$ cat src/rtl/ufap_pkg.sv
// shared constants and types of ufap_core
package ufap_pkg;
    // register index; byte address is 4x index
    localparam int IDX_FUNC_ADDR = 0;
    localparam int IDX_POWER     = 1;
    localparam int IDX_IRQ_EN    = 2;
    localparam int IDX_IRQ_FLAGS = 3;
    localparam int REG_COUNT     = 4;
    // function_address fields
    localparam int FA_UPDATE_BIT = 7;
    localparam logic [6:0] FA_RESET = 7'h00;
    // device_power_control fields
    localparam int PW_ISO_BIT = 7;
    localparam int PW_INH_BIT = 4;
    localparam int PW_RST_BIT = 3;
    localparam int PW_RES_BIT = 2;
    localparam int PW_SUS_BIT = 1;
    localparam int PW_SEN_BIT = 0;
    localparam logic PW_INH_RESET = 1'b1;
    // irq enable and flag fields
    localparam int IRQ_SUS_BIT = 0;
    localparam int IRQ_WAKE_BIT = 1;
    localparam int IRQ_RST_BIT = 2;
    localparam logic [2:0] IRQ_EN_RESET = 3'h6;
    localparam logic [2:0] IRQ_BUSRST_EN = 3'h6;
    localparam logic [2:0] IRQ_FLAGS_RESET = 3'h0;
    // extra cycles of forced usb reset
    localparam logic [1:0] SWRST_CYC = 2'h2;
    typedef enum logic [1:0] {
        UFAP_OKAY   = 2'b00,
        UFAP_SLVERR = 2'b10
    } ufap_resp_t;
    typedef enum logic {
        UFAP_PM_ACTIVE    = 1'b0,
        UFAP_PM_SUSPENDED = 1'b1
    } ufap_pm_t;
endpackage : ufap_pkg

$ cat src/rtl/ufap_core.sv
// usb address, power, suspend and iso gate control
//
// Behaviour
// - address write sets update flag; cleared on apply
// - seven bit address, read/write, resets zero
// - old address kept until request completes
// - bus reset detection shows in reset bit
// - bus reset zeroes address, flushes fifos
// - bus reset clears endpoint csrs
// - bus reset enables wake and reset irqs, clears flags, raises reset
// - writing reset bit resets all usb registers except osc_wake
// - suspend entered when enabled; optional suspend irq
// - suspend left on resume, bus or device reset
// - oscillator woken on any suspend exit event
// - bus resume exits suspend, optional resume irq
// - force resume bit drives resume signaling
// - iso gate holds loaded iso packets until sof
// - iso token before sof answered zero length
// - function inhibited after power on, traffic ignored
// - inhibit only reset back by resets
// - suspend status set on entry, cleared as documented
//
// Implementation choice: the AXI4-Lite interface to the registers.
`timescale 1ns/1ps
module ufap_core #(
    parameter int AW  = 4,
    parameter int NEP = 3
) (
    input  wire logic                  aclk,
    input  wire logic                  aresetn,
    input  wire logic [AW-1:0]         s_axi_awaddr,
    input  wire logic                  s_axi_awvalid,
    output logic                       s_axi_awready,
    input  wire logic [31:0]           s_axi_wdata,
    input  wire logic [3:0]            s_axi_wstrb,
    input  wire logic                  s_axi_wvalid,
    output logic                       s_axi_wready,
    output ufap_pkg::ufap_resp_t       s_axi_bresp,
    output logic                       s_axi_bvalid,
    input  wire logic                  s_axi_bready,
    input  wire logic [AW-1:0]         s_axi_araddr,
    input  wire logic                  s_axi_arvalid,
    output logic                       s_axi_arready,
    output logic [31:0]                s_axi_rdata,
    output ufap_pkg::ufap_resp_t       s_axi_rresp,
    output logic                       s_axi_rvalid,
    input  wire logic                  s_axi_rready,
    input  wire logic                  bus_reset_level,
    input  wire logic                  suspend_seen,
    input  wire logic                  resume_seen,
    input  wire logic                  sof_seen,
    input  wire logic                  request_done,
    input  wire logic [NEP-1:0]        iso_in_loaded,
    input  wire logic [NEP-1:0]        iso_in_token,
    output logic [6:0]                 active_address,
    output logic                       function_inhibit,
    output logic                       suspended,
    output logic                       resume_drive,
    output logic                       osc_wake,
    output logic                       fifo_flush,
    output logic                       ep_csr_clear,
    output logic [NEP-1:0]             iso_send_data,
    output logic [NEP-1:0]             iso_send_zlp
);
    import ufap_pkg::*;

    ////////////////////////////////////////////////////////////////////
    // address decode
    function automatic logic [2:0] reg_decode(input logic [AW-1:0] a);
        logic [2:0] r;
        r = 3'h0;
        if (a[1:0] != 2'b00) begin
            r = 3'h0;
        end else if (int'(a[AW-1:2]) < REG_COUNT) begin
            r = {1'b1, a[3:2]};
        end
        return r;
    endfunction : reg_decode

    logic              awready_r;
    logic              wready_r;
    logic              aw_held_r;
    logic              w_held_r;
    logic [AW-1:0]     awaddr_r;
    logic [7:0]        wdata_r;
    logic              wstrb0_r;
    logic              bvalid_r;
    ufap_resp_t        bresp_r;
    logic              arready_r;
    logic              rvalid_r;
    logic [31:0]       rdata_r;
    ufap_resp_t        rresp_r;
    logic              aw_take;
    logic              w_take;
    logic              ar_take;
    logic              do_wr;
    logic [2:0]        wr_dec;
    logic [2:0]        rd_dec;
    logic              wr_en;

    assign aw_take = s_axi_awvalid & awready_r;
    assign w_take  = s_axi_wvalid & wready_r;
    assign ar_take = s_axi_arvalid & arready_r;
    assign do_wr   = aw_held_r & w_held_r & ~bvalid_r;
    assign wr_dec  = reg_decode(awaddr_r);
    assign rd_dec  = reg_decode(s_axi_araddr);
    // lane zero holds every register
    assign wr_en   = do_wr & wr_dec[2] & wstrb0_r;

    ////////////////////////////////////////////////////////////////////
    // axi write channels
    always_ff @(posedge aclk) begin
        if (!aresetn) begin
            aw_held_r <= 1'b0;
            awready_r <= 1'b0;
            awaddr_r  <= '0;
        end else begin
            if (do_wr) begin
                aw_held_r <= 1'b0;
            end else if (aw_take) begin
                aw_held_r <= 1'b1;
                awaddr_r  <= s_axi_awaddr;
            end
            awready_r <= do_wr | (~aw_held_r & ~aw_take);
        end
    end

    always_ff @(posedge aclk) begin
        if (!aresetn) begin
            w_held_r <= 1'b0;
            wready_r <= 1'b0;
            wdata_r  <= 8'h00;
            wstrb0_r <= 1'b0;
        end else begin
            if (do_wr) begin
                w_held_r <= 1'b0;
            end else if (w_take) begin
                w_held_r <= 1'b1;
                wdata_r  <= s_axi_wdata[7:0];
                wstrb0_r <= s_axi_wstrb[0];
            end
            wready_r <= do_wr | (~w_held_r & ~w_take);
        end
    end

    always_ff @(posedge aclk) begin
        if (!aresetn) begin
            bvalid_r <= 1'b0;
            bresp_r  <= UFAP_OKAY;
        end else if (do_wr) begin
            bvalid_r <= 1'b1;
            bresp_r  <= wr_dec[2] ? UFAP_OKAY : UFAP_SLVERR;
        end else if (s_axi_bready) begin
            bvalid_r <= 1'b0;
        end
    end

    ////////////////////////////////////////////////////////////////////
    // usb side state
    logic [1:0]        swrst_cnt_r;
    logic              usb_rst_r;
    logic              usb_clr;
    logic              sw_rst_req;
    logic [6:0]        pend_addr_r;
    logic              upd_r;
    logic [6:0]        act_addr_r;
    logic              iso_gate_r;
    logic              inh_r;
    logic              bus_rst_lvl_r;
    logic              force_res_r;
    logic              susp_stat_r;
    logic              sen_r;
    logic [2:0]        irq_en_r;
    logic [2:0]        irq_flags_r;
    logic              resume_pend_r;
    ufap_pm_t          pm_r;
    logic              bus_rst_evt;
    logic              susp_evt;
    logic              resume_evt;
    logic              force_wr1;
    logic              wake_evt;
    logic              pw_wr;
    logic              flags_rd;
    logic [2:0]        irq_set;
    logic [7:0]        power_rd;

    assign pw_wr      = wr_en & (wr_dec[1:0] == 2'(IDX_POWER));
    assign sw_rst_req = pw_wr & wdata_r[PW_RST_BIT];
    assign usb_clr    = ~aresetn | usb_rst_r;
    assign flags_rd   = ar_take & rd_dec[2]
                      & (rd_dec[1:0] == 2'(IDX_IRQ_FLAGS));
    // inhibit mutes bus events
    assign bus_rst_evt = bus_reset_level & ~bus_rst_lvl_r & ~inh_r;
    assign susp_evt    = sen_r & suspend_seen & ~inh_r
                       & (pm_r == UFAP_PM_ACTIVE);
    assign resume_evt  = resume_seen & ~inh_r
                       & (pm_r == UFAP_PM_SUSPENDED);
    assign force_wr1   = pw_wr & wdata_r[PW_RES_BIT];
    assign wake_evt    = resume_evt | force_wr1 | bus_rst_evt;
    assign irq_set     = {bus_rst_evt & irq_en_r[IRQ_RST_BIT],
                          resume_evt & irq_en_r[IRQ_WAKE_BIT],
                          susp_evt & irq_en_r[IRQ_SUS_BIT]};

    ////////////////////////////////////////////////////////////////////
    // forced usb reset
    always_ff @(posedge aclk) begin
        if (!aresetn) begin
            swrst_cnt_r <= 2'h0;
            usb_rst_r   <= 1'b1;
        end else begin
            if (sw_rst_req) begin
                swrst_cnt_r <= SWRST_CYC;
            end else if (swrst_cnt_r != 2'h0) begin
                swrst_cnt_r <= swrst_cnt_r - 2'h1;
            end
            usb_rst_r <= (swrst_cnt_r != 2'h0) | sw_rst_req;
        end
    end

    ////////////////////////////////////////////////////////////////////
    // function address
    always_ff @(posedge aclk) begin
        if (usb_clr || bus_rst_evt) begin
            pend_addr_r <= FA_RESET;
            act_addr_r  <= FA_RESET;
            upd_r       <= 1'b0;
        end else if (wr_en && wr_dec[1:0] == 2'(IDX_FUNC_ADDR)) begin
            pend_addr_r <= wdata_r[6:0];
            upd_r       <= 1'b1;
        end else if (upd_r && request_done && !inh_r) begin
            // old address stays until request ends
            act_addr_r <= pend_addr_r;
            upd_r      <= 1'b0;
        end
    end

    ////////////////////////////////////////////////////////////////////
    // power control bits
    always_ff @(posedge aclk) begin
        if (usb_clr) begin
            iso_gate_r  <= 1'b0;
            inh_r       <= PW_INH_RESET;
            force_res_r <= 1'b0;
            sen_r       <= 1'b0;
        end else if (pw_wr) begin
            iso_gate_r  <= wdata_r[PW_ISO_BIT];
            // software only clears it
            inh_r       <= inh_r & wdata_r[PW_INH_BIT];
            force_res_r <= wdata_r[PW_RES_BIT];
            sen_r       <= wdata_r[PW_SEN_BIT];
        end
    end

    always_ff @(posedge aclk) begin
        if (usb_clr) begin
            bus_rst_lvl_r <= 1'b0;
        end else begin
            bus_rst_lvl_r <= bus_reset_level & ~inh_r;
        end
    end

    ////////////////////////////////////////////////////////////////////
    // suspend state
    always_ff @(posedge aclk) begin
        if (usb_clr) begin
            pm_r <= UFAP_PM_ACTIVE;
        end else begin
            case (pm_r)
                UFAP_PM_ACTIVE: begin
                    if (susp_evt) begin
                        pm_r <= UFAP_PM_SUSPENDED;
                    end
                end
                UFAP_PM_SUSPENDED: begin
                    if (wake_evt) begin
                        pm_r <= UFAP_PM_ACTIVE;
                    end
                end
                default: begin
                    pm_r <= UFAP_PM_ACTIVE;
                end
            endcase
        end
    end

    // status lags mode until software notices
    always_ff @(posedge aclk) begin
        if (usb_clr) begin
            susp_stat_r   <= 1'b0;
            resume_pend_r <= 1'b0;
        end else begin
            if (susp_evt) begin
                susp_stat_r <= 1'b1;
            end else if ((pw_wr && force_res_r && !wdata_r[PW_RES_BIT])
                         || (flags_rd && resume_pend_r)) begin
                susp_stat_r <= 1'b0;
            end
            if (resume_evt) begin
                resume_pend_r <= 1'b1;
            end else if (flags_rd) begin
                resume_pend_r <= 1'b0;
            end
        end
    end

    // no usb reset: survives a forced reset
    always_ff @(posedge aclk) begin
        if (!aresetn) begin
            osc_wake <= 1'b0;
        end else begin
            osc_wake <= (pm_r == UFAP_PM_SUSPENDED)
                      & (wake_evt | sw_rst_req);
        end
    end

    ////////////////////////////////////////////////////////////////////
    // irq enables and sticky flags, read clears, set wins
    always_ff @(posedge aclk) begin
        if (usb_clr) begin
            irq_en_r <= IRQ_EN_RESET;
        end else if (bus_rst_evt) begin
            irq_en_r <= irq_en_r | IRQ_BUSRST_EN;
        end else if (wr_en && wr_dec[1:0] == 2'(IDX_IRQ_EN)) begin
            irq_en_r <= wdata_r[2:0];
        end
    end

    always_ff @(posedge aclk) begin
        if (usb_clr) begin
            irq_flags_r <= IRQ_FLAGS_RESET;
        end else if (bus_rst_evt) begin
            irq_flags_r <= {1'b1, 2'b00};
        end else if (flags_rd) begin
            irq_flags_r <= irq_set;
        end else begin
            irq_flags_r <= irq_flags_r | irq_set;
        end
    end

    ////////////////////////////////////////////////////////////////////
    // endpoint side effects of a bus reset
    always_ff @(posedge aclk) begin
        if (usb_clr) begin
            fifo_flush   <= 1'b0;
            ep_csr_clear <= 1'b0;
        end else begin
            fifo_flush   <= bus_rst_evt;
            ep_csr_clear <= bus_rst_evt;
        end
    end

    ////////////////////////////////////////////////////////////////////
    // iso in gating per endpoint
    logic [NEP-1:0] iso_hold_r;
    logic [NEP-1:0] iso_ready_r;
    logic           sof_evt;

    assign sof_evt = sof_seen & ~inh_r;

    for (genvar i = 0; i < NEP; i++) begin : g_iso
        logic tok;
        logic go;
        assign tok = iso_in_token[i] & ~inh_r;
        assign go  = tok & iso_ready_r[i] & ~iso_hold_r[i];
        always_ff @(posedge aclk) begin
            if (usb_clr || bus_rst_evt) begin
                iso_hold_r[i]    <= 1'b0;
                iso_ready_r[i]   <= 1'b0;
                iso_send_data[i] <= 1'b0;
                iso_send_zlp[i]  <= 1'b0;
            end else begin
                if (iso_in_loaded[i]) begin
                    iso_ready_r[i] <= 1'b1;
                end else if (go) begin
                    iso_ready_r[i] <= 1'b0;
                end
                if (iso_in_loaded[i] && iso_gate_r) begin
                    iso_hold_r[i] <= 1'b1;
                end else if (sof_evt) begin
                    iso_hold_r[i] <= 1'b0;
                end
                iso_send_data[i] <= go;
                iso_send_zlp[i]  <= tok & ~go;
            end
        end
    end

    ////////////////////////////////////////////////////////////////////
    // axi read channel
    assign power_rd = {iso_gate_r, 2'b00, inh_r, bus_rst_lvl_r,
                       force_res_r, susp_stat_r, sen_r};

    always_ff @(posedge aclk) begin
        if (!aresetn) begin
            arready_r <= 1'b0;
            rvalid_r  <= 1'b0;
            rdata_r   <= 32'h0000_0000;
            rresp_r   <= UFAP_OKAY;
        end else begin
            if (ar_take) begin
                arready_r <= 1'b0;
                rvalid_r  <= 1'b1;
                rresp_r   <= rd_dec[2] ? UFAP_OKAY : UFAP_SLVERR;
                rdata_r   <= 32'h0000_0000;
                if (!rd_dec[2]) begin
                    rdata_r <= 32'h0000_0000;
                end else if (rd_dec[1:0] == 2'(IDX_FUNC_ADDR)) begin
                    rdata_r[7:0] <= {upd_r, pend_addr_r};
                end else if (rd_dec[1:0] == 2'(IDX_POWER)) begin
                    rdata_r[7:0] <= power_rd;
                end else if (rd_dec[1:0] == 2'(IDX_IRQ_EN)) begin
                    rdata_r[2:0] <= irq_en_r;
                end else begin
                    rdata_r[2:0] <= irq_flags_r;
                end
            end else begin
                if (rvalid_r && s_axi_rready) begin
                    rvalid_r <= 1'b0;
                end
                arready_r <= ~rvalid_r | s_axi_rready;
            end
        end
    end

    ////////////////////////////////////////////////////////////////////
    // outputs
    assign s_axi_awready    = awready_r;
    assign s_axi_wready     = wready_r;
    assign s_axi_bvalid     = bvalid_r;
    assign s_axi_bresp      = bresp_r;
    assign s_axi_arready    = arready_r;
    assign s_axi_rvalid     = rvalid_r;
    assign s_axi_rdata      = rdata_r;
    assign s_axi_rresp      = rresp_r;
    assign active_address   = act_addr_r;
    assign function_inhibit = inh_r;
    assign resume_drive     = force_res_r;
    always_ff @(posedge aclk) begin
        if (usb_clr) begin
            suspended <= 1'b0;
        end else begin
            suspended <= (pm_r == UFAP_PM_SUSPENDED) & ~wake_evt;
        end
    end
endmodule : ufap_core

$ cat config.mk
export PLATFORM = sky130hd
export DESIGN_NAME = ufap_core
export DESIGN_NICKNAME = d
export VERILOG_FILES = /design/src/rtl/ufap_pkg.sv /design/src/rtl/ufap_core.sv
export SDC_FILE = /design/constraint.sdc
export NUM_CORES = 1
export LEC_CHECK = 0
export BUFFER_PORTS_ARGS = -buffer_cell sky130_fd_sc_hd__buf_2
export CAP_MARGIN = 5
export CORE_ASPECT_RATIO = 0.9
export CORE_MARGIN = 1
export CORE_UTILIZATION = 49
export DETAILED_ROUTE_END_ITERATION = 7
export PLACE_DENSITY = 0.81
export SLEW_MARGIN = 20
export SYNTH_ARGS = -nofsm -noshare
export SYNTH_HDL_FRONTEND = slang
export SYNTH_SLANG_ARGS = --single-unit
$ cat constraint.sdc
create_clock -name aclk -period 1.7 [get_ports aclk]
set_input_delay 0.255 -clock aclk [delete_from_list [all_inputs] [get_ports aclk]]
set_output_delay 0.255 -clock aclk [all_outputs]
set_load 0.005 [all_outputs]
==> results of run 1 <==
-- cells by family after synthesis --
kind of cell           share of synthesized area
AND/OR/NAND/NOR                            0.236
AO/OA/AOI/OAI                              0.163
flip-flops                                 0.456
buffers and inverters                     0.0974
multiplexers                              0.0463
other                                    0.00111
-- worst max-delay path, cell delays in order (launching register included) --
cell and delay [ns]:
dfxtp_1 0.36, or4b_4 0.64, o41ai_1 0.44, a21oi_1 0.07
-- registers in the layout, indices dropped and copies added (netlist names), 2 cells and up --
name,cells
wdata_r,8
irq_en_r,3
iso_send_data,3
iso_ready_r,3
iso_hold_r,3
irq_flags_r,3
pend_addr_r,7
swrst_cnt_r,2
s_axi_rdata,8
awaddr_r,4
iso_send_zlp,3
active_address,7
-- layout make-up --
type	instances	area (sq um)	share of cell area
clock buffer	11	141	0.0362
timing repair buffer	82	445	0.114
clock inverter	5	50.0	0.0128
inverter	4	15.0	0.00384
sequential	77	1540	0.394
multi-input combinational	265	1600	0.410
tap	90	113	0.0288
-- through the flow --
stage | hold WS, ns | area, sq um | utilization | power, mW
CTS | 0.131 | 3910 | 0.590 | 3.51
detailed placement | 0.458 | 3720 | 0.561 | 2.17
global route | 0.128 | 3910 | 0.590 | 3.62
global placement | 0.448 | 3720 | 0.561 | 2.16
floorplan | 0.372 | 3470 | - | 2.11
finish | 0.137 | 3910 | 0.590 | 3.49
-- power breakdown --
| part | leakage [nW] | internal (mW) | switching, mW |
|---|---|---|---|
| Sequential | 0.624 | 1.84 | 0.0357 |
| Clock | 0.103 | 0.709 | 0.652 |
| Combinational | 0.837 | 0.103 | 0.155 |
-- cells in the final DEF, fill, tap and decap left out, types with 4 or more instances in the layout --
cell type	instances
a21oi_1	39
and3_1	5
a32oi_1	7
conb_1	26
nand2_1	12
nor3_1	5
mux2_2	5
nor2_1	20
o21ai_0	28
dfxtp_1	77
and4b_1	6
nor2b_1	4
buf_4	14
buf_2	68
clkbuf_8	10
mux2i_1	10
nand3_1	40
clkinv_2	4
nand4_1	6
nand2b_1	8
-- worst paths after layout --
check | startpoint | endpoint | slack, ns | cells past startpoint
worst max-delay path | awaddr_r[0] | susp_stat_r | 0.08 | 3
worst min-delay path | iso_in_loaded[2] | iso_ready_r[2] | 0.14 | 3
worst min register to register | wdata_r[5] | pend_addr_r[5] | 0.47 | 2
worst max register to register | awaddr_r[0] | susp_stat_r | 0.08 | 3
-- per-layer routing --
| layer | track usage | wire length [microns] |
|---|---|---|
| met4 | 0.0730 | 127 |
| met2 | 0.360 | 3610 |
| met5 | 0 | 0 |
| met1 | 0.286 | 3420 |
| met3 | 0.0742 | 487 |
==> out/metrics.yaml, run 1 <==
timing:
  timing.fmax_mhz: 619
  hold_violations: 0
  setup_tns_ns: 0
  final.setup_skew_ns: 0.00823
  period_share: 0.951
  drv_slew: 0
  worst_pin_slew_ns: 0.554
  rsz0062_at_grt: "false"
  maxSlewHeadroom: 0.629
  min_period_ns: 1.62
  final.setup.worst_slack_ns: 0.0835
  setup_viol: 0
placed_design:
  dp_slack_ns: 0.116
  gp_congestion: 0.894
  port-buffer-count: 68
  hpwlAfterDp_mm: 5.59
  dp.cells: 518
die:
  die-height_microns: 80.8
  fp-row-count: 28
  coreArea_sq_um: 6620
  die_w_microns: 89.5
  dieArea_sq_um: 7230
  start_util: 0.510
  io_pins: 122
drt:
  initialDrtViolationCount: 254
  routed_wirelength_mm: 7.64
  wl_per_cell_microns: 14.3
  via_count: 2934
  first_pass_iters: 5
  via_per_inst: 5.49
  postRouteAntennaNets: 0
  drc: 0
min_path:
  hp-class: "in2reg"
grt:
  grt_usage: 0.225
  grt_pass1_vias: 2608
  grt_first_pass_wirelength_mm: 12.2
  overflow: 0
  antenna_found_initial: 0
  grt_max_degree: 19
yosys:
  synth_most_common_cell: "dfxtp_1"
  synth-async-reset-ratio: 0
  yosys-top-cells-area: "dfxtp_1, buf_4, nand3_1"
  synth_seq_cells: 77
  synth_warnings: 0
  syn_area_per_cell_sq_um: 9.13
  synthCells: 370
  synth_flop_cell: "dfxtp_1"
  synth_cell_type_count: 53
  synth_seq_area_share: 0.456
  synth-edff-count: 0
  netlist.area_leader.share: 0.456
  synthesis.area_sq_um: 3380
  synth_commonest_cells: "dfxtp_1, nand3_1, a21oi_1, o21ai_0, buf_4"
  synth_top_area_cell: "dfxtp_1"
cts:
  hold_buffers: 0
  cts_tree: "built"
  cts_setup_buffers: 0
  htreeDepth: 3
  clk_latency_ns: 0.35
  numCtsBuffers: 9
  root_buffer: "clkbuf_8"
  clk_path_buf_depth: 2
  post_cts_resized: 0
  cts_sinks: 77
  clk_pin_slew_ns: 0.08
setup_path:
  crit_fanout: 15
  critPathCaptureType: "flop"
  path_class: "reg2reg"
  setup.worst_path.start_class: "flop"
  worstPathRequired_ns: 1.94
  worstPathArrival_ns: 1.85
finish:
  final_nets: 501
  layoutNonFillerInstCount: 534
  area_growth_pct: 15.7
  fill_cells: 596
  drive_above_1_share: 0.252
  diodes: 0
pwr:
  peakVddDrop_mv: 0.466
  power_leakage_nw: 1.56
  power_density_nw_per_um2: 894
run:
  maxCapViolations: 0
outcome:
  status: "completed"
Note: power is estimated with default switching activity, not from simulation.
==> run 2: changes to the inputs <==
--- a/config.mk
+++ b/config.mk
@@ -11,7 +11,9 @@
 export CORE_MARGIN = 1
 export CORE_UTILIZATION = 49
 export DETAILED_ROUTE_END_ITERATION = 7
+export MAX_ROUTING_LAYER = met4
 export PLACE_DENSITY = 0.81
+export REMOVE_ABC_BUFFERS = 1
 export SLEW_MARGIN = 20
 export SYNTH_ARGS = -nofsm -noshare
 export SYNTH_HDL_FRONTEND = slang
==> run 2 against run 1 <==
Register-to-register slack got worse by 0.03 ns. First-iteration DRC count decreased by 17%. Setup slack got worse by 0.030 ns. Clock power increased by 13%. Non-clock buffer count increased by 4. Critical path depth unchanged. Global-route usage increased by 2.0 points. Combinational power increased by 3%. Final cell count increased by 0.75%. Sequential cell count unchanged. Die area unchanged. Sequential power about the same. Largest power group unchanged.
==> out/metrics.yaml, run 2 (synthesis results as in run 1) <==
outcome:
  status: "completed"  # unchanged
cts:
  clk_pin_slew_ns: 0.08  # about the same
  cts_setup_buffers: 0  # unchanged
  clk_path_buf_depth: 2  # unchanged
  numCtsBuffers: 9  # unchanged
  cts_tree: "built"  # unchanged
  clk_latency_ns: 0.35  # about the same
  hold_buffers: 0  # unchanged
  root_buffer: "clkbuf_8"  # unchanged
  cts_sinks: 77  # unchanged
  htreeDepth: 3  # unchanged
die:
  start_util: 0.510  # unchanged
  die-height_microns: 80.8  # unchanged
  coreArea_sq_um: 6620  # unchanged
  die_w_microns: 89.5  # unchanged
  dieArea_sq_um: 7230  # unchanged
  io_pins: 122  # unchanged
  fp-row-count: 28  # unchanged
finish:
  drive_above_1_share: 0.261  # was 0.252
  area_growth_pct: 17.8  # was 15.7%
  layout_common_cells: "dfxtp_1, buf_2, nand3_1, a21oi_1, o21ai_0"  # unchanged
  diodes: 0  # unchanged
  final_nets: 505  # was 501
  final_design_area_no_fill_sq_um: 3980  # was 3910 sq um
  mostFrequentLayoutCell: "dfxtp_1"  # unchanged
pwr:
  power_mw: 3.68  # was 3.49 mW
  power_leakage_nw: 1.60  # was 1.56 nW
  power_density_nw_per_um2: 926  # was 894 nW/um^2
  peakVddDrop_mv: 0.938  # was 0.466 mV
drt:
  drc: 0  # unchanged
  wl_per_cell_microns: 14.8  # was 14.3 microns
  via_per_inst: 5.61  # was 5.49
  routed_wirelength_mm: 7.95  # was 7.64 mm
  first_pass_iters: 6  # was 5
  via_count: 3016  # was 2,934
  postRouteAntennaNets: 0  # unchanged
  initialDrtViolationCount: 212  # was 254
grt:
  overflow: 0  # unchanged
  antenna_found_initial: 0  # unchanged
  grt_usage: 0.245  # was 0.225
  grt_first_pass_wirelength_mm: 12.9  # was 12.2 mm
  grt_pass1_vias: 2720  # was 2,608
  grt_max_degree: 18  # was 19
timing:
  setup_viol: 0  # unchanged
  hold_violations: 0  # unchanged
  timing.fmax_mhz: 607  # was 619 MHz
  worst_pin_slew_ns: 0.577  # was 0.554 ns
  period_share: 0.969  # was 0.951
  drv_slew: 0  # unchanged
  final.setup_skew_ns: 0.00846  # was 0.00823 ns
  min_period_ns: 1.65  # was 1.62 ns
  rsz0062_at_grt: "false"  # unchanged
  maxSlewHeadroom: 0.613  # was 0.629
placed_design:
  port-buffer-count: 68  # unchanged
  place_area_sq_um: 3750  # was 3720 sq um
  hpwlAfterDp_mm: 5.74  # was 5.59 mm
  gp_congestion: 0.886  # was 0.894
setup_path:
  worstPathArrival_ns: 1.88  # was 1.85 ns
  worstPathRequired_ns: 1.93  # was 1.94 ns
  critPathCaptureType: "flop"  # unchanged
  r2r-end: "susp_stat_r"  # unchanged
  startpoint: "awaddr_r[0]"  # unchanged
  reg2reg_depth: 3  # unchanged
  crit_fanout: 15  # unchanged
  reg2reg_slack_ns: 0.05  # was 0.08 ns
  path_class: "reg2reg"  # unchanged
  regToRegStartpoint: "awaddr_r[0]"  # unchanged
  setup.worst_path.start_class: "flop"  # unchanged
min_path:
  whs_endpoint: "iso_ready_r[0]"  # was iso_ready_r[2]
  hp-class: "in2reg"  # unchanged
  hold-path-cell-count: 3  # unchanged
  hp-start: "iso_in_loaded[0]"  # was iso_in_loaded[2]
run:
  maxCapViolations: 0  # unchanged
run 2: changes by cell type in the layout (fill, tap and decap cells not counted), sizes merged:
cell	before	now
buf	82	86
bufinv	1	2
clkbuf	11	12
clkinv	5	3
run 2: worst max-delay path by stage:
stage	endpoint	slack, ns	cells past startpoint
2_1_floorplan	active_address[0]	-0.22	3
3_3_place_gp	susp_stat_r	0.15	3
3_5_place_dp	susp_stat_r	0.16	3
4_1_cts	susp_stat_r	0.06	3
5_1_grt	susp_stat_r	0.02	3
6_report	susp_stat_r	0.05	3
run 2: layer usage:
metal | track usage | up-vias | part of all wire
met3 | 0.0752 | 28 | 0.075
met4 | 0.0984 | 0 | 0.029
met1 | 0.297 | 1399 | 0.43
li1 | - | 1445 | -
met2 | 0.379 | 144 | 0.47
met5 | - | - | 0
run 2: where the power goes:
part	total [mW]	internal (mW)	switching, mW	leakage [nW]
registers	1.87	1.84	0.0360	0.624
clock network	1.54	0.902	0.641	0.116
logic	0.267	0.108	0.158	0.857
total	3.68	2.85	0.835	1.60
run 2: layout make-up:
class | instances | area, sq um
clock buffers | 12 | 155
clock inverters | 4 | 70.1
fillers | 566 | 2640
inverters | 4 | 15.0
multi-input cells | 265 | 1610
flip-flops and latches | 77 | 1540
well taps | 90 | 113
repair buffers | 86 | 475
run 2: what timing repair did:
item,4_1_cts,5_1_grt
resized for setup,1,0
hold endpoints to repair,0,0
endpoints found under the setup margin,1,0
run 2: worst max-delay path, cell delays in order (launching register included):
cell and delay, ns:
dfxtp_1 0.36, or4b_4 0.65, o41ai_2 0.43, a21oi_1 0.09
run 2: per-stage QoR:
stage,setup WS (ns),cells,hold slack [ns],TNS (ns),utilization
global placement,0.154,522,0.440,0,0.566
CTS,0.0615,538,0.124,0,0.601
global route,0.0192,538,0.122,0,0.601
detailed placement,0.162,522,0.462,0,0.566
floorplan,-0.215,346,0.372,-2.31,-
finish,0.0531,538,0.131,0,0.601
==> run 3: changes to the inputs <==
--- a/config.mk
+++ b/config.mk
@@ -6,13 +6,13 @@
 export NUM_CORES = 1
 export LEC_CHECK = 0
 export BUFFER_PORTS_ARGS = -buffer_cell sky130_fd_sc_hd__buf_2
-export CAP_MARGIN = 5
-export CORE_ASPECT_RATIO = 0.9
+export CAP_MARGIN = 20
+export CORE_ASPECT_RATIO = 0.7
 export CORE_MARGIN = 1
 export CORE_UTILIZATION = 49
 export DETAILED_ROUTE_END_ITERATION = 7
 export MAX_ROUTING_LAYER = met4
-export PLACE_DENSITY = 0.81
+export PLACE_DENSITY = 0.79
 export REMOVE_ABC_BUFFERS = 1
 export SLEW_MARGIN = 20
 export SYNTH_ARGS = -nofsm -noshare
==> run 3 against run 2 <==
Clock skew grew 0.0052 ns. Die area is essentially flat. Sequential power is essentially flat. Worst hold slack lost 0.011 ns. Setup slack gained 0.038 ns. Critical path depth is the same. Sequential share of layout area grew 0.42 points. Global-route usage shrank 0.094 points. Final cell count shrank 0.19%. Non-clock buffer count shrank 2. Critical path type unchanged. Critical endpoint is now pend_addr_r[3]. Largest power group unchanged.
==> out/metrics.yaml, run 3 (synthesis results as in run 1) <==
outcome:
  status: "completed"  # unchanged
placed_design:
  gp_congestion: 0.917  # was 0.886
  place_area_sq_um: 3710  # was 3750 sq um
  hpwlAfterDp_mm: 5.91  # was 5.74 mm
  port-buffer-count: 68  # unchanged
setup_path:
  critPathCaptureType: "flop"  # unchanged
  worstPathRequired_ns: 1.94  # was 1.93 ns
  setup.worst_path.start_class: "flop"  # unchanged
  crit_fanout: 9  # was 15
  worstPathArrival_ns: 1.85  # was 1.88 ns
  path_class: "reg2reg"  # unchanged
pwr:
  switching_share: 0.257  # was 0.227
  peakVddDrop_mv: 0.530  # was 0.938 mV
  power_leakage_nw: 1.57  # was 1.60 nW
  netSwitchingPower_mw: 0.916  # was 0.835 mW
  power_frac_comb: 0.073  # was 0.072
  power_density_nw_per_um2: 904  # was 926 nW/um^2
  p_clk_frac: 0.400  # was 0.419
  intPower_mw: 2.64  # was 2.85 mW
  p_seq_frac: 0.527  # was 0.509
drt:
  routed_wirelength_mm: 8.07  # was 7.95 mm
  postRouteAntennaNets: 0  # unchanged
  wl_per_cell_microns: 15.0  # was 14.8 microns
  via_per_inst: 5.55  # was 5.61
  wl_met3_microns: 528  # was 593 microns
  maxUsedRoutingLayer: "met4"  # unchanged
  via_count: 2980  # was 3,016
  drt-met1-wl_mm: 3.95  # was 3.40 mm
  first_pass_iters: 5  # was 6
  drc: 0  # unchanged
  initialDrtViolationCount: 181  # was 212
  wl_met2_mm: 3.49  # was 3.73 mm
cts:
  numCtsBuffers: 9  # unchanged
  htreeDepth: 3  # unchanged
  hold_buffers: 0  # unchanged
  clk_path_buf_depth: 2  # unchanged
  clk_pin_slew_ns: 0.09  # was 0.08 ns
  clk_latency_ns: 0.36  # was 0.35 ns
  post_cts_resized: 0  # was 1
  cts_sinks: 77  # unchanged
  cts_tree: "built"  # unchanged
  root_buffer: "clkbuf_8"  # unchanged
die:
  dieArea_sq_um: 7240  # was 7230 sq um
  die-height_microns: 71.5  # was 80.8 microns
  fp-row-count: 24  # was 28
  coreArea_sq_um: 6430  # was 6620 sq um
  die_w_microns: 101  # was 89.5 microns
  start_util: 0.526  # was 0.510
  io_pins: 122  # unchanged
finish:
  diodes: 0  # unchanged
  final_nets: 503  # was 505
  drive_above_1_share: 0.258  # was 0.261
  mostFrequentLayoutCell: "dfxtp_1"  # unchanged
  seqCellArea_sq_um: 1540  # unchanged
  area_growth_pct: 16.5  # was 17.8%
  final_util: 0.613  # was 0.601
  multi_input_comb_area_sq_um: 1600  # was 1610 sq um
  fill_cells: 589  # was 566
  final_design_area_no_fill_sq_um: 3940  # was 3980 sq um
  layout_common_cells: "dfxtp_1, buf_2, nand3_1, a21oi_1, o21ai_0"  # unchanged
timing:
  drv_slew: 0  # unchanged
  worst_pin_slew_ns: 0.643  # was 0.577 ns
  rsz0062_at_grt: "false"  # unchanged
  maxSlewHeadroom: 0.568  # was 0.613
  final.setup_skew_ns: 0.0137  # was 0.00846 ns
  hold_violations: 0  # unchanged
  setup_viol: 0  # unchanged
  timing.fmax_mhz: 622  # was 607 MHz
  period_share: 0.946  # was 0.969
  min_period_ns: 1.61  # was 1.65 ns
grt:
  grt_usage: 0.244  # was 0.245
  grt_max_degree: 25  # was 18
  grt_first_pass_wirelength_mm: 13.0  # was 12.9 mm
  grt_pass1_vias: 2640  # was 2,720
  antenna_found_initial: 0  # unchanged
  overflow: 0  # unchanged
min_path:
  hp-class: "in2reg"  # unchanged
run:
  maxCapViolations: 0  # unchanged
## run 3: cell types whose count changed in the layout (fill, tap and decap cells not counted)
cell | previous run | this run
o41ai_2 | 1 | 0
inv_8 | 0 | 1
clkbuf_1 | 1 | 0
clkinv_2 | 2 | 1
clkinvlp_4 | 0 | 1
o41ai_1 | 0 | 1
clkbuf_8 | 11 | 9
bufinv_16 | 2 | 1
buf_4 | 18 | 16
inv_6 | 0 | 3
## run 3: layer usage
layer	up-vias	track usage
met3	12	0.0498
met1	1415	0.337
met2	110	0.354
met5	-	-
li1	1443	-
met4	0	0.0870
## run 3: worst max-delay path, stage by stage (launching register included)
cell and delay, ns:
dfxtp_1 0.49, or4bb_1 0.66, o21ai_0 0.24, a21oi_1 0.10
## run 3: final timing paths
check | start | cells past startpoint | slack [ns] | to
worst min-delay path | iso_in_loaded[2] | 3 | 0.12 | iso_ready_r[2]
worst min register to register | active_address[4] | 2 | 0.47 | active_address[4]
worst max register to register | aw_held_r | 3 | 0.09 | pend_addr_r[3]
worst max-delay path | aw_held_r | 3 | 0.09 | pend_addr_r[3]
## run 3: layout make-up
| cell class | count | share of cell area |
|---|---|---|
| multi-input combinational | 265 | 0.407 |
| sequential | 77 | 0.392 |
| timing repair buffer | 84 | 0.117 |
| clock buffer | 9 | 0.0315 |
| tap | 91 | 0.0289 |
| clock inverter | 7 | 0.0203 |
| inverter | 4 | 0.00381 |
## run 3: power groups by stage
stage	clock, mW	sequential [mW]	combinational, mW
after floorplan	0	1.91	0.131
after global placement	0	1.91	0.242
after detailed placement	0	1.92	0.247
after CTS	1.46	1.87	0.249
after global routing	1.53	1.88	0.287
final	1.43	1.87	0.260
## run 3: repair_timing
item,in CTS,in global routing
setup endpoints to repair,0,1
buffers inserted,0,3
hold endpoints to repair,0,0
## run 3: stage by stage
stage | hold WS (ns) | power, mW | setup WS, ns | setup TNS [ns] | std cells
2_1_floorplan | 0.372 | 2.04 | -0.215 | -2.31 | 346
3_3_place_gp | 0.447 | 2.15 | 0.158 | 0 | 518
3_5_place_dp | 0.458 | 2.16 | 0.0932 | 0 | 518
4_1_cts | 0.113 | 3.58 | 0.0765 | 0 | 534
5_1_grt | 0.129 | 3.70 | 0.0238 | 0 | 537
6_report | 0.120 | 3.56 | 0.0915 | 0 | 537
